[src/pkg/gpg_pkg.sv]
// gpg_pkg: register map, field layout and sense encodings of the pin group.
// assumes a 32-bit APB slave, one register per aligned word (index * 4).
package gpg_pkg;
  localparam int GPG_ADDR_W = 8;
  localparam int GPG_DATA_W = 32;
  localparam int GPG_IDX_W = 5;
  localparam int GPG_IDX_LSB = 2;
  typedef logic [GPG_IDX_W-1:0] gpg_idx_t;

  // register indices, byte address is index * 4
  localparam gpg_idx_t GPG_DRIVE = 5'h00;
  localparam gpg_idx_t GPG_DRIVE_SET = 5'h01;
  localparam gpg_idx_t GPG_DRIVE_CLEAR = 5'h02;
  localparam gpg_idx_t GPG_DRIVE_TOGGLE = 5'h03;
  localparam gpg_idx_t GPG_OUTPUT = 5'h04;
  localparam gpg_idx_t GPG_OUTPUT_SET = 5'h05;
  localparam gpg_idx_t GPG_OUTPUT_CLEAR = 5'h06;
  localparam gpg_idx_t GPG_OUTPUT_TOGGLE = 5'h07;
  localparam gpg_idx_t GPG_INPUT = 5'h08;
  localparam gpg_idx_t GPG_INT_FLAGS = 5'h09;
  localparam gpg_idx_t GPG_GROUP_CONTROL = 5'h0a;
  localparam gpg_idx_t GPG_SHARED_TEMPLATE = 5'h0b;
  localparam gpg_idx_t GPG_MULTI_UPDATE = 5'h0c;
  localparam gpg_idx_t GPG_MULTI_SET = 5'h0d;
  localparam gpg_idx_t GPG_MULTI_CLEAR = 5'h0e;
  localparam gpg_idx_t GPG_PIN_CONTROL_0 = 5'h10;
  localparam gpg_idx_t GPG_PIN_CONTROL_7 = 5'h17;
  // fast alias window
  localparam gpg_idx_t GPG_ALIAS_DRIVE = 5'h18;
  localparam gpg_idx_t GPG_ALIAS_OUTPUT = 5'h19;
  localparam gpg_idx_t GPG_ALIAS_INPUT = 5'h1a;
  localparam gpg_idx_t GPG_ALIAS_FLAGS = 5'h1b;

  // pin control fields
  localparam int GPG_FLIP_BIT = 7;
  localparam int GPG_THRESH_BIT = 6;
  localparam int GPG_PULL_BIT = 3;
  localparam int GPG_SENSE_MSB = 2;
  localparam int GPG_SENSE_LSB = 0;
  localparam int GPG_SLEW_BIT = 0;
  localparam logic [7:0] GPG_PIN_CTRL_RST = 8'h00;
  localparam logic [7:0] GPG_BYTE_RST = 8'h00;

  typedef enum logic [2:0] {
    GPG_SENSE_OFF = 3'b000,
    GPG_SENSE_BOTH = 3'b001,
    GPG_SENSE_RISE = 3'b010,
    GPG_SENSE_FALL = 3'b011,
    GPG_SENSE_IN_OFF = 3'b100,
    GPG_SENSE_LOW = 3'b101
  } gpg_sense_e;
endpackage : gpg_pkg

[src/pkg/gpg_pin_if.sv]
// gpg_pin_if: per-pin bundle between the register file and one pin slice.
// assumes one instance per pin, driven from the group top.
`timescale 1ns/1ns
interface gpg_pin_if;
  logic [7:0] ctrl;
  logic drive;
  logic outv;
  logic ovr_drive_en;
  logic ovr_drive_val;
  logic ovr_out_en;
  logic ovr_out_val;
  logic in_val;
  logic sense_hit;
  logic sense_on;
  logic buf_en;
  logic pad_out;
  logic pad_oe;
  logic pad_pull;
  logic pad_ttl;
  logic evt;
  modport regs (output ctrl, drive, outv, ovr_drive_en, ovr_drive_val,
    ovr_out_en, ovr_out_val, input in_val, sense_hit, sense_on, buf_en,
    pad_out, pad_oe, pad_pull, pad_ttl, evt);
  modport pin (input ctrl, drive, outv, ovr_drive_en, ovr_drive_val,
    ovr_out_en, ovr_out_val, output in_val, sense_hit, sense_on, buf_en,
    pad_out, pad_oe, pad_pull, pad_ttl, evt);
endinterface : gpg_pin_if

[src/gpg_pin.sv]
// gpg_pin: one pin slice: input synchroniser, inversion, sense, pad drive.
// assumes pad_in synchronous to pclk per bench convention.
`timescale 1ns/1ns
module gpg_pin (
  input wire logic pclk, // peripheral clock
  input wire logic presetn, // async reset, active low
  input wire logic pad_in, // level seen on the pad
  gpg_pin_if.pin pif // control and status bundle
);
  import gpg_pkg::*;
  logic flip;
  logic [2:0] sense;
  logic sync1_reg;
  logic sync2_reg;
  logic prev_reg;
  logic level;
  logic rise;
  logic fall;
  logic hit;
  logic [2:0] sense_raw;

  assign flip = pif.ctrl[GPG_FLIP_BIT];
  assign sense_raw = pif.ctrl[GPG_SENSE_MSB:GPG_SENSE_LSB];
  assign sense = sense_raw;
  assign pif.buf_en = (sense != GPG_SENSE_IN_OFF);

  // synchroniser frozen while the input buffer is off
  always_ff @(posedge pclk or negedge presetn) begin
    if (!presetn) begin
      sync1_reg <= 1'b0;
      sync2_reg <= 1'b0;
    end else if (pif.buf_en) begin
      sync1_reg <= pad_in;
      sync2_reg <= sync1_reg;
    end
  end

  // inversion sits ahead of edge detection so a flip shows as an edge
  assign level = sync2_reg ^ flip;

  always_ff @(posedge pclk or negedge presetn) begin
    if (!presetn) begin
      prev_reg <= 1'b0;
    end else begin
      prev_reg <= level;
    end
  end

  assign rise = level & ~prev_reg;
  assign fall = ~level & prev_reg;

  always_comb begin
    case (sense)
      GPG_SENSE_BOTH: hit = rise | fall;
      GPG_SENSE_RISE: hit = rise;
      GPG_SENSE_FALL: hit = fall;
      GPG_SENSE_LOW: hit = ~level;
      default: hit = 1'b0;
    endcase
  end

  assign pif.sense_hit = hit;
  assign pif.sense_on = (sense != GPG_SENSE_OFF) &&
    (sense != GPG_SENSE_IN_OFF);
  assign pif.in_val = level;
  assign pif.pad_oe = pif.ovr_drive_en ? pif.ovr_drive_val
                                       : pif.drive;
  assign pif.pad_out = (pif.ovr_out_en ? pif.ovr_out_val : pif.outv)
    ^ flip;
  assign pif.pad_pull = pif.ctrl[GPG_PULL_BIT] & ~pif.pad_oe;
  assign pif.pad_ttl = pif.ctrl[GPG_THRESH_BIT];
  assign pif.evt = pif.buf_en & pad_in;
endmodule : gpg_pin

[src/gpg_top.sv]
// gpg_top: eight-pin general purpose I/O group with APB register access.
// assumes APB master on pclk; pads and overrides synchronous to pclk.
//
// Summary of operation
// after reset drivers are off and input buffers are on.
// drive-set and drive-clear bits set or clear drive enables.
// output-set forces output bits to 1, output-clear to 0.
// ones written to output-toggle or input value invert output bits.
// ones written to drive-toggle invert drive enable bits.
// input value shows sampled pin level unless input is disabled.
// edge-rate-limit bit limits slew on all pins of the group.
// pin n control register sits at offset 0x10 plus n.
// polarity-flip inverts input and output paths of the pin.
// flipping polarity gives an edge seen by peripherals and sensing; event_out is taken from pad_in ahead of the flip.
// threshold-select picks Schmitt or TTL for input and sensing.
// pull-up connects when enabled, disconnects while pin drives.
// input-disable stops buffer and synchroniser, input value holds.
// the sense field in pin control enables the pin interrupt.
// multi-pin update copies the template into selected pin controls.
// multi-pin set ORs the template into selected pin controls.
// multi-pin clear removes template ones from selected pin controls.
// template is shared by all groups; update/set/clear are local.
// fast alias gives drive, output, input and flags, same behaviour.
// software avoids alias access right after a regular access.
// peripherals may override drive and value; rest stays with registers.
// pin levels are synchronised to the clock before being read.
// sense condition sets flag; request holds while enabled until cleared.
// event output follows pin level while buffer on, else zero.
// template reads and writes like a normal byte register.
//
// Added by the designer: the APB interface to the registers.
`timescale 1ns/1ns
module gpg_top #(
  parameter int PINS = 8
) (
  input wire logic pclk, // peripheral clock
  input wire logic presetn, // async reset, active low
  input wire logic psel, // APB select
  input wire logic penable, // APB access phase
  input wire logic pwrite, // APB direction
  input wire logic [gpg_pkg::GPG_ADDR_W-1:0] paddr, // APB byte address
  input wire logic [gpg_pkg::GPG_DATA_W-1:0] pwdata, // APB write data
  input wire logic [3:0] pstrb, // APB byte strobes
  output logic [gpg_pkg::GPG_DATA_W-1:0] prdata, // APB read data
  output logic pready, // APB ready
  output logic pslverr, // APB error
  input wire logic [PINS-1:0] pad_in, // pad levels
  output logic [PINS-1:0] pad_out, // pad output values
  output logic [PINS-1:0] pad_oe, // pad driver enables
  output logic [PINS-1:0] pad_pull_up, // weak pull-up enables
  output logic [PINS-1:0] pad_ttl_sel, // 1 selects TTL thresholds
  output logic [PINS-1:0] pad_buf_en, // digital input buffer enables
  output logic slew_limit, // slew limiting for the group
  input wire logic [PINS-1:0] ovr_drive_en, // peripheral owns direction
  input wire logic [PINS-1:0] ovr_drive_val, // peripheral direction
  input wire logic [PINS-1:0] ovr_out_en, // peripheral owns value
  input wire logic [PINS-1:0] ovr_out_val, // peripheral value
  input wire logic tmpl_ext_wr, // template written in another group
  input wire logic [7:0] tmpl_ext_data, // that template value
  output logic tmpl_wr, // template written here
  output logic [7:0] tmpl_wdata, // value written here
  output logic [PINS-1:0] event_out, // pin level events
  output logic irq // group interrupt request
);
  import gpg_pkg::*;

  logic [PINS-1:0] drive_reg;
  logic [PINS-1:0] out_reg;
  logic [PINS-1:0] flags_reg;
  logic slew_reg;
  logic [7:0] tmpl_reg;
  logic [7:0] pin_ctrl_reg [PINS];
  logic [GPG_DATA_W-1:0] prdata_reg;
  logic pslverr_reg;

  logic [PINS-1:0] in_val;
  logic [PINS-1:0] hit;
  logic [PINS-1:0] sense_on;
  gpg_idx_t idx;
  logic addr_ok;
  logic setup;
  logic wr_acc;
  logic [PINS-1:0] wbits;
  logic [7:0] wbyte;

  gpg_pin_if pif[PINS] ();

  // alias indices fold onto the regular registers
  function automatic gpg_idx_t fold_index(input gpg_idx_t i);
    if (i == GPG_ALIAS_DRIVE) begin
      return GPG_DRIVE;
    end else if (i == GPG_ALIAS_OUTPUT) begin
      return GPG_OUTPUT;
    end else if (i == GPG_ALIAS_INPUT) begin
      return GPG_INPUT;
    end else if (i == GPG_ALIAS_FLAGS) begin
      return GPG_INT_FLAGS;
    end else begin
      return i;
    end
  endfunction : fold_index

  function automatic logic index_mapped(input gpg_idx_t i);
    if (i <= GPG_MULTI_CLEAR) begin
      return 1'b1;
    end else if (i >= GPG_PIN_CONTROL_0 &&
                 i < GPG_PIN_CONTROL_0 + gpg_idx_t'(PINS)) begin
      return 1'b1;
    end else begin
      return 1'b0;
    end
  endfunction : index_mapped

  function automatic logic is_reg(input gpg_idx_t i, input gpg_idx_t r);
    return i == r;
  endfunction : is_reg

  // address decode
  assign idx = fold_index(paddr[GPG_IDX_LSB +: GPG_IDX_W]);
  assign addr_ok = (paddr[GPG_IDX_LSB-1:0] == '0) &&
    (paddr[GPG_ADDR_W-1:GPG_IDX_LSB+GPG_IDX_W] == '0) &&
    index_mapped(idx);
  assign setup = psel & ~penable;
  // only the low byte lane carries data; a write without it is ignored
  assign wr_acc = psel & penable & pwrite & addr_ok & pstrb[0];
  assign wbyte = pwdata[7:0];
  assign wbits = pwdata[PINS-1:0];

  // zero-wait slave: every access completes in its first access cycle
  assign pready = 1'b1;
  assign prdata = prdata_reg;
  assign pslverr = pslverr_reg;

  // drive enables
  always_ff @(posedge pclk or negedge presetn) begin
    if (!presetn) begin
      drive_reg <= '0;
    end else if (wr_acc) begin
      if (is_reg(idx, GPG_DRIVE)) begin
        drive_reg <= wbits;
      end else if (is_reg(idx, GPG_DRIVE_SET)) begin
        drive_reg <= drive_reg | wbits;
      end else if (is_reg(idx, GPG_DRIVE_CLEAR)) begin
        drive_reg <= drive_reg & ~wbits;
      end else if (is_reg(idx, GPG_DRIVE_TOGGLE)) begin
        drive_reg <= drive_reg ^ wbits;
      end
    end
  end

  // output values
  always_ff @(posedge pclk or negedge presetn) begin
    if (!presetn) begin
      out_reg <= '0;
    end else if (wr_acc) begin
      if (is_reg(idx, GPG_OUTPUT)) begin
        out_reg <= wbits;
      end else if (is_reg(idx, GPG_OUTPUT_SET)) begin
        out_reg <= out_reg | wbits;
      end else if (is_reg(idx, GPG_OUTPUT_CLEAR)) begin
        out_reg <= out_reg & ~wbits;
      end else if (is_reg(idx, GPG_OUTPUT_TOGGLE) ||
                   is_reg(idx, GPG_INPUT)) begin
        out_reg <= out_reg ^ wbits;
      end
    end
  end

  // interrupt flags: a new hit wins over a same-cycle clear
  always_ff @(posedge pclk or negedge presetn) begin
    if (!presetn) begin
      flags_reg <= '0;
    end else if (wr_acc && is_reg(idx, GPG_INT_FLAGS)) begin
      flags_reg <= (flags_reg & ~wbits) | hit;
    end else begin
      flags_reg <= flags_reg | hit;
    end
  end

  assign irq = |(flags_reg & sense_on);

  // group control
  always_ff @(posedge pclk or negedge presetn) begin
    if (!presetn) begin
      slew_reg <= 1'b0;
    end else if (wr_acc && is_reg(idx, GPG_GROUP_CONTROL)) begin
      slew_reg <= wbyte[GPG_SLEW_BIT];
    end
  end

  assign slew_limit = slew_reg;

  // shared template: local write wins over a mirrored one
  always_ff @(posedge pclk or negedge presetn) begin
    if (!presetn) begin
      tmpl_reg <= GPG_BYTE_RST;
    end else if (wr_acc && is_reg(idx, GPG_SHARED_TEMPLATE)) begin
      tmpl_reg <= wbyte;
    end else if (tmpl_ext_wr) begin
      tmpl_reg <= tmpl_ext_data;
    end
  end

  assign tmpl_wr = wr_acc && is_reg(idx, GPG_SHARED_TEMPLATE);
  assign tmpl_wdata = wbyte;

  // per-pin control registers and pin slices
  genvar n;
  generate
    for (n = 0; n < PINS; n++) begin : g_pin
      always_ff @(posedge pclk or negedge presetn) begin
        if (!presetn) begin
          pin_ctrl_reg[n] <= GPG_PIN_CTRL_RST;
        end else if (wr_acc) begin
          if (is_reg(idx, GPG_PIN_CONTROL_0 + gpg_idx_t'(n))) begin
            pin_ctrl_reg[n] <= wbyte;
          end else if (is_reg(idx, GPG_MULTI_UPDATE) && wbits[n]) begin
            pin_ctrl_reg[n] <= tmpl_reg;
          end else if (is_reg(idx, GPG_MULTI_SET) && wbits[n]) begin
            pin_ctrl_reg[n] <= pin_ctrl_reg[n] | tmpl_reg;
          end else if (is_reg(idx, GPG_MULTI_CLEAR) && wbits[n]) begin
            pin_ctrl_reg[n] <= pin_ctrl_reg[n] & ~tmpl_reg;
          end
        end
      end

      assign pif[n].ctrl = pin_ctrl_reg[n];
      assign pif[n].drive = drive_reg[n];
      assign pif[n].outv = out_reg[n];
      assign pif[n].ovr_drive_en = ovr_drive_en[n];
      assign pif[n].ovr_drive_val = ovr_drive_val[n];
      assign pif[n].ovr_out_en = ovr_out_en[n];
      assign pif[n].ovr_out_val = ovr_out_val[n];
      assign in_val[n] = pif[n].in_val;
      assign hit[n] = pif[n].sense_hit;
      assign sense_on[n] = pif[n].sense_on;
      assign pad_out[n] = pif[n].pad_out;
      assign pad_oe[n] = pif[n].pad_oe;
      assign pad_pull_up[n] = pif[n].pad_pull;
      assign pad_ttl_sel[n] = pif[n].pad_ttl;
      assign pad_buf_en[n] = pif[n].buf_en;
      assign event_out[n] = pif[n].evt;

      gpg_pin u_pin (
        .pclk(pclk),
        .presetn(presetn),
        .pad_in(pad_in[n]),
        .pif(pif[n])
      );
    end
  endgenerate

  // read data captured in the setup cycle, valid in the access cycle
  always_ff @(posedge pclk or negedge presetn) begin
    if (!presetn) begin
      prdata_reg <= '0;
      pslverr_reg <= 1'b0;
    end else if (setup) begin
      pslverr_reg <= ~addr_ok;
      prdata_reg <= '0;
      if (addr_ok && !pwrite) begin
        if (is_reg(idx, GPG_DRIVE)) begin
          prdata_reg[PINS-1:0] <= drive_reg;
        end else if (is_reg(idx, GPG_OUTPUT)) begin
          prdata_reg[PINS-1:0] <= out_reg;
        end else if (is_reg(idx, GPG_INPUT)) begin
          prdata_reg[PINS-1:0] <= in_val;
        end else if (is_reg(idx, GPG_INT_FLAGS)) begin
          prdata_reg[PINS-1:0] <= flags_reg;
        end else if (is_reg(idx, GPG_GROUP_CONTROL)) begin
          prdata_reg[GPG_SLEW_BIT] <= slew_reg;
        end else if (is_reg(idx, GPG_SHARED_TEMPLATE)) begin
          prdata_reg[7:0] <= tmpl_reg;
        end else if (idx >= GPG_PIN_CONTROL_0) begin
          prdata_reg[7:0] <= pin_ctrl_reg[3'(idx - GPG_PIN_CONTROL_0)];
        end
      end
    end
  end
endmodule : gpg_top

[config.mk]
export PLATFORM = sky130hd
export DESIGN_NAME = gpg_top
export DESIGN_NICKNAME = d
export VERILOG_FILES = /design/src/pkg/gpg_pkg.sv /design/src/pkg/gpg_pin_if.sv /design/src/gpg_pin.sv /design/src/gpg_top.sv
export SDC_FILE = /design/constraint.sdc
export NUM_CORES = 1
export LEC_CHECK = 0
export BUFFER_PORTS_ARGS = -buffer_cell sky130_fd_sc_hd__buf_2
export CAP_MARGIN = 20
export CORE_ASPECT_RATIO = 1.1
export CORE_MARGIN = 1.5
export CORE_UTILIZATION = 55
export DETAILED_ROUTE_END_ITERATION = 12
export PLACE_DENSITY = 0.81
export REMOVE_ABC_BUFFERS = 1
export SYNTH_ARGS = -nofsm -noshare
export SYNTH_HDL_FRONTEND = slang
export SYNTH_SLANG_ARGS = --single-unit
export TNS_END_PERCENT = 1
[constraint.sdc]
create_clock -name pclk -period 2.3 [get_ports pclk]
set_input_delay 0.115 -clock pclk [delete_from_list [all_inputs] [get_ports pclk]]
set_output_delay 0.115 -clock pclk [all_outputs]
set_load 0.02 [all_outputs]
==> results.json, run 1 <==
{
  "cp-end-kind": "primary output",
  "grt_start_max_net_pins": 61,
  "coreArea_sq_um": 18970,
  "synth_area_leaders": "dfrtp_1, buf_4, ha_1",
  "clk_latency_ns": 0.43,
  "ios": 191,
  "cts.sinks": 130,
  "crit_required_ns": 2.18,
  "cts-htree-levels": 4,
  "gr-usage-all-layers_pct": 36.66,
  "cts_made_buffers": 17,
  "slew_headroom_pct": 40.72,
  "hold_violations": 0,
  "timing.critical_path.from": "paddr[1]",
  "path_cells": "buf_2, nor3_1, o211a_1, buf_4, nand2_1, buf_4, inv_1, buf_2",
  "wl_mm": 36.37,
  "dp_hpwl_mm": 26.52,
  "cpPeakStageDelay_ns": 0.48,
  "syn_area_per_cell_sq_um": 8.305,
  "grt_pass1_vias": 10020,
  "status": "complete, no violations",
  "clkTransAtPathRegs_ns": 0.06,
  "synth_cells": 1274,
  "rows": 53,
  "nFillCells": 1641,
  "vias_per_cell": 6.412,
  "area_delta_synth_final_pct": 14.90,
  "max-vdd-ir-drop_uv": 525.3,
  "total_power_w": 0.006332,
  "synth-edff-count": 0,
  "wl_met1_mm": 13.84,
  "finish.instance_area_sq_um": 12160,
  "wl_met3_mm": 3.913,
  "fin_crit_sh_pct": 94.77,
  "yosys_warnings": 0,
  "rsz0062_at_grt": "no",
  "fp.dieH_um": 148.5,
  "cts.path.max_buffers": 2,
  "max_cap_violations": 0,
  "port_buffers": 138,
  "power_leakage_nw": 5.613,
  "root_buffer": "clkbuf_16",
  "vias": 10660,
  "p_per_area_nw_per_um2": 520.9,
  "cp_max_fo": 24,
  "top_layer": "met5",
  "min_from": "tmpl_ext_data[2]",
  "synth_ff_type": "dfrtp_1",
  "fin_crit_ns": 2.180,
  "worst_pin_slew_ns": 0.8874,
  "postCtsResizedCells": 0,
  "place_congestion": 1.010,
  "drt_first_pass_iters": 7,
  "path_class": "input port to primary output",
  "antenna_found_initial": 1,
  "max_freq_ghz": 0.4588,
  "die_x_um": 135.2,
  "tritoncts": "done",
  "nNetsFinal": 1547,
  "slowest_stage": "nor3_1",
  "ys_seq_area_share_pct": 30.75,
  "placed_area_sq_um": 11520,
  "initial_core_util_pct": 55.79,
  "finalMaxSlewViolations": 0,
  "synth_top_area_cell": "dfrtp_1",
  "async_flop_share_pct": 100.0,
  "setup_viol": 0,
  "syn_area_sq_um": 10580,
  "tns_ns": 0,
  "ant_nets": 0,
  "met2_length_mm": 16.33,
  "grt_pass1_wl_mm": 55.97,
  "start_kind": "input port",
  "fin_worst_skew_ns": 0.009118,
  "grt_overflow": 0,
  "drive_above_1_share_pct": 24.82,
  "fp.dieArea_sq_um": 20080,
  "hold_class": "input port to register",
  "synth.top_cell.area_share_pct": 30.75,
  "synth_cell_types": 83,
  "initialDrtViolationCount": 1365,
  "wl_per_cell_um": 21.88,
  "synth-seq-cells": 130,
  "crit_arrival_ns": 2.06,
  "drcViolationCount": 0
}
==> through the flow <==
step	setup WS [ns]	cells	hold slack, ns	util [%]
2_1_floorplan	0.3479	1125	-0.1806	-
3_3_place_gp	0.1423	1624	0.1461	60.74
3_5_place_dp	0.08357	1624	0.1477	60.74
4_1_cts	0.2188	1661	0.003596	64.09
5_1_grt	0.07417	1661	0.03145	64.09
6_report	0.1203	1662	0.007052	64.10
==> cells in the final DEF (no fill, tap or decap), types with 6 or more instances in the layout <==
| cell type | count |
|---|---|
| a21oi_1 | 83 |
| xor2_1 | 9 |
| a31oi_1 | 29 |
| a211oi_1 | 23 |
| o221a_2 | 17 |
| buf_2 | 137 |
| ha_1 | 48 |
| a221o_1 | 14 |
| a221oi_1 | 13 |
| conb_1 | 25 |
| dfrtp_1 | 130 |
| nand2_1 | 114 |
| mux2_2 | 23 |
| nand3_1 | 19 |
| and2_1 | 7 |
| a311oi_1 | 30 |
| inv_1 | 78 |
| o21ai_0 | 45 |
| mux2i_1 | 41 |
| clkbuf_16 | 17 |
| o22ai_1 | 21 |
| xnor2_1 | 8 |
| nand2b_1 | 10 |
| o21ai_1 | 17 |
| nor2_1 | 159 |
| buf_4 | 111 |
| nand3b_1 | 6 |
| nor3b_1 | 7 |
| o221a_1 | 7 |
| o21a_1 | 7 |
| and3_1 | 9 |
| nor2b_1 | 11 |
| and2_0 | 6 |
| a21o_1 | 11 |
| o221ai_1 | 14 |
==> worst paths after layout <==
kind	to	slack (ns)	cells past startpoint
worst max register to register	flags_reg[7]$_DFF_PN0_	0.44	7
worst max-delay path	tmpl_wr	0.12	8
max in group asynchronous	asynchronous set/reset pin	1.35	3
worst min register to register	g_pin[6].u_pin.sync1_reg$_DFFE_PN0N_	0.47	1
min in group asynchronous	asynchronous set/reset pin	0.24	2
worst min-delay path	tmpl_reg[2]$_DFFE_PN0P_	0.007	3
==> report_power, final <==
part | internal (W) | switching, W
logic | 0.000429 | 0.000710
registers | 0.00235 | 0.000105
clock network | 0.00168 | 0.00106
total | 0.00446 | 0.00188
==> worst max-delay path, delay by kind of cell <==
kind | cells | cell delay [ns]
buffers and inverters | 5 | 0.88
AO/OA/AOI/OAI | 1 | 0.47
AND/OR/NAND/NOR | 2 | 0.58
==> layout make-up <==
type,count,area [sq um],share of cell area (%)
tap,247,309.0,2.542
timing repair buffer,257,1640,13.49
inverter,79,296.5,2.439
sequential,130,3253,26.76
clock inverter,8,102.6,0.8440
multi-input combinational,916,6071,49.94
clock buffer,24,481.7,3.963
antenna,1,2.502,0.02058
==> cell families (layout without fill, tap and decap cells) <==
logic type / Yosys count / count (layout) / share of synthesized area, %
XOR/XNOR: 17 / 17 / 1.407
flip-flops: 130 / 130 / 30.75
multiplexers: 66 / 66 / 6.563
buffers and inverters: 251 / 368 / 12.69
AND/OR/NAND/NOR: 387 / 387 / 17.30
adder cells (fa/ha/maj): 49 / 49 / 5.771
AO/OA/AOI/OAI: 372 / 372 / 25.45
other: 2 / 26 / 0.07098
==> timing repair <==
item | CTS | global route
setup buffers | 0 | 0
endpoints found under the hold margin | 61 | 0
hold buffers | 5 | 0
==> Yosys cell counts (all sizes together), types with 3 or more instances <==
cell and count:
and2 13, a21o 11, nand2b 10, o22ai 21, a32oi 5, nor4 4, o221ai 14, a221oi 13
dfrtp 130, clkbuf 46, or3 3, inv 79, nand3b 6, o21a 7, nor3 6, nand3 20
xnor2 8, nor3b 9, a22oi 4, a221o 14, a211oi 26, mux2i 42, ha 48, nor2b 12
and3 9, nand2 114, o211a 4, xor2 9, a311oi 30, buf 126, o221a 24, mux2 24
a222oi 5, a31oi 29, o21ai 63, a21oi 91, nor2 161
==> metal layers <==
| metal | track usage (%) | vias to the layer above |
|---|---|---|
| met5 | 0 | - |
| met2 | 57.83 | 719 |
| met1 | 46.40 | 5027 |
| met4 | 21.67 | 2 |
| li1 | - | 4743 |
| met3 | 7.601 | 165 |
(Power assumes the default switching activity.)
==> run 2: changes to the inputs <==
CAP_MARGIN = 5   (was 20)
clock period = 2.6 ns   (was 2.3 ns; I/O delays follow)
==> results.json, run 2 (same netlist as run 1, synthesis figures left out) <==
{
  "fin_crit_sh_pct": 82.98,
  "cts_made_buffers": 17,
  "worst_pin_slew_ns": 0.9341,
  "nNetsFinal": 1512,
  "die_x_um": 135.2,
  "port_buffers": 138,
  "slowest_stage": "dfrtp_1",
  "slew_headroom_pct": 37.73,
  "max_cap_violations": 0,
  "wl_per_cell_um": 22.12,
  "fin_crit_ns": 2.157,
  "fp.dieH_um": 148.5,
  "rrSetupSlack_ns": 0.44,
  "antenna_found_initial": 0,
  "wl_mm": 35.96,
  "final_cell_mix": "nor2_1, buf_2, dfrtp_1, nand2_1, a21oi_1",
  "place_ws_ns": 0.3211,
  "initial_core_util_pct": 55.79,
  "cpPeakStageDelay_ns": 0.49,
  "ios": 191,
  "clk_latency_ns": 0.44,
  "rows": 53,
  "max-vdd-ir-drop_uv": 498.3,
  "cts.sinks": 130,
  "grt_pass1_wl_mm": 54.69,
  "start_kind": "register",
  "use_met1_pct": 45.52,
  "drt_first_pass_iters": 6,
  "max_freq_ghz": 0.4635,
  "initialDrtViolationCount": 1506,
  "diodes": 0,
  "clkTransAtPathRegs_ns": 0.06,
  "coreArea_sq_um": 18970,
  "crit_required_ns": 2.47,
  "p_per_area_nw_per_um2": 476.4,
  "root_buffer": "clkbuf_16",
  "tns_ns": 0,
  "cp_max_fo": 8,
  "gr-usage-met3_pct": 7.089,
  "path_class": "register to primary output",
  "fin_worst_skew_ns": 0.01052,
  "rsz0062_at_grt": "no",
  "place_congestion": 1.038,
  "ant_nets": 0,
  "area_delta_synth_final_pct": 12.36,
  "drcViolationCount": 0,
  "cts.path.max_buffers": 2,
  "hold_violations": 0,
  "fp.dieArea_sq_um": 20080,
  "gr-usage-all-layers_pct": 35.95,
  "crit_arrival_ns": 2.03,
  "path_cells": "o21ai_0, nand4_1, or2_2, buf_2",
  "dp_hpwl_mm": 25.59,
  "vias_per_cell": 6.474,
  "cp-end-kind": "primary output",
  "grt_overflow": 0,
  "grt_pass1_vias": 9791,
  "tritoncts": "done",
  "drive_above_1_share_pct": 23.35,
  "grt.busiest_layer": "met2",
  "setup_viol": 0,
  "hold_class": "input port to register",
  "finalMaxSlewViolations": 0,
  "grt_start_max_net_pins": 56,
  "cts-htree-levels": 4,
  "vias": 10530,
  "global_route.usage.met2_pct": 56.28,
  "status": "complete, no violations",
  "setup_ws_ns": 0.4426,
  "power_leakage_nw": 5.445,
  "final_common_cell": "nor2_1"
}
run 2: changes by cell type in the layout (fill, tap and decap cells not counted), sizes merged:
cell / change
dlygate4sd3: -3
inv: +1
clkbuf: -4
diode: -1
buf: -32
bufinv: +1
clkinvlp: +2
run 2: worst max-delay path: cells and delay by family, from the launching register on:
family / cells / cell delay [ns]
AND/OR/NAND/NOR: 2 / 0.53
flip-flops: 1 / 0.49
AO/OA/AOI/OAI: 1 / 0.40
buffers and inverters: 1 / 0.17
run 2: timing repair:
item,CTS,global route
buffers inserted,0,0
hold endpoints to repair,50,0
hold buffers,2,0
gates resized for setup,0,0
run 2: path summary, 6_finish.rpt:
kind                                                       from                              endpoint  cells after the start
max                                                    register                                   irq                      4
min                                            tmpl_ext_data[5]               tmpl_reg[5]$_DFFE_PN0P_                      3
max reg2reg                                            register                flags_reg[1]$_DFF_PN0_                      7
min reg2reg                g_pin[3].u_pin.sync1_reg$_DFFE_PN0N_  g_pin[3].u_pin.sync1_reg$_DFFE_PN0N_                      1
max in group asynchronous                               presetn  g_pin[3].u_pin.sync1_reg$_DFFE_PN0N_                      3
min in group asynchronous                               presetn            asynchronous set/reset pin                      2
run 2: report_power, final:
part	switching [W]	internal (W)
sequential	0.000102	0.00208
clock	0.000968	0.00156
combinational	0.000614	0.000345
run 2: area by class of cell:
cell class	count	area [sq um]
Clock buffer	20	456.7
Clock inverter	12	156.4
Fill cell	1645	7078
Inverter	79	296.5
Multi-Input combinational cell	916	6071
Sequential cell	130	3253
Tap cell	247	309.0
Timing Repair Buffer	222	1345
run 2: layer usage:
layer | up-vias | wire, um
li1 | 4675 | -
met1 | 4949 | 13310
met2 | 736 | 16330
met3 | 166 | 4058
met4 | 0 | 2261
met5 | - | 0
run 2: per-stage QoR:
step | utilization (%) | hold slack (ns) | area (sq um) | std cells | power [W]
floorplan | - | -0.1656 | 9620 | 1125 | 0.002647
global placement | 59.34 | 0.1176 | 11250 | 1592 | 0.003102
detailed placement | 59.34 | 0.1242 | 11250 | 1592 | 0.003133
CTS | 62.68 | 0.005034 | 11890 | 1626 | 0.005636
global route | 62.68 | 0.01919 | 11890 | 1626 | 0.005828
finish | 62.68 | 0.002347 | 11890 | 1626 | 0.005663
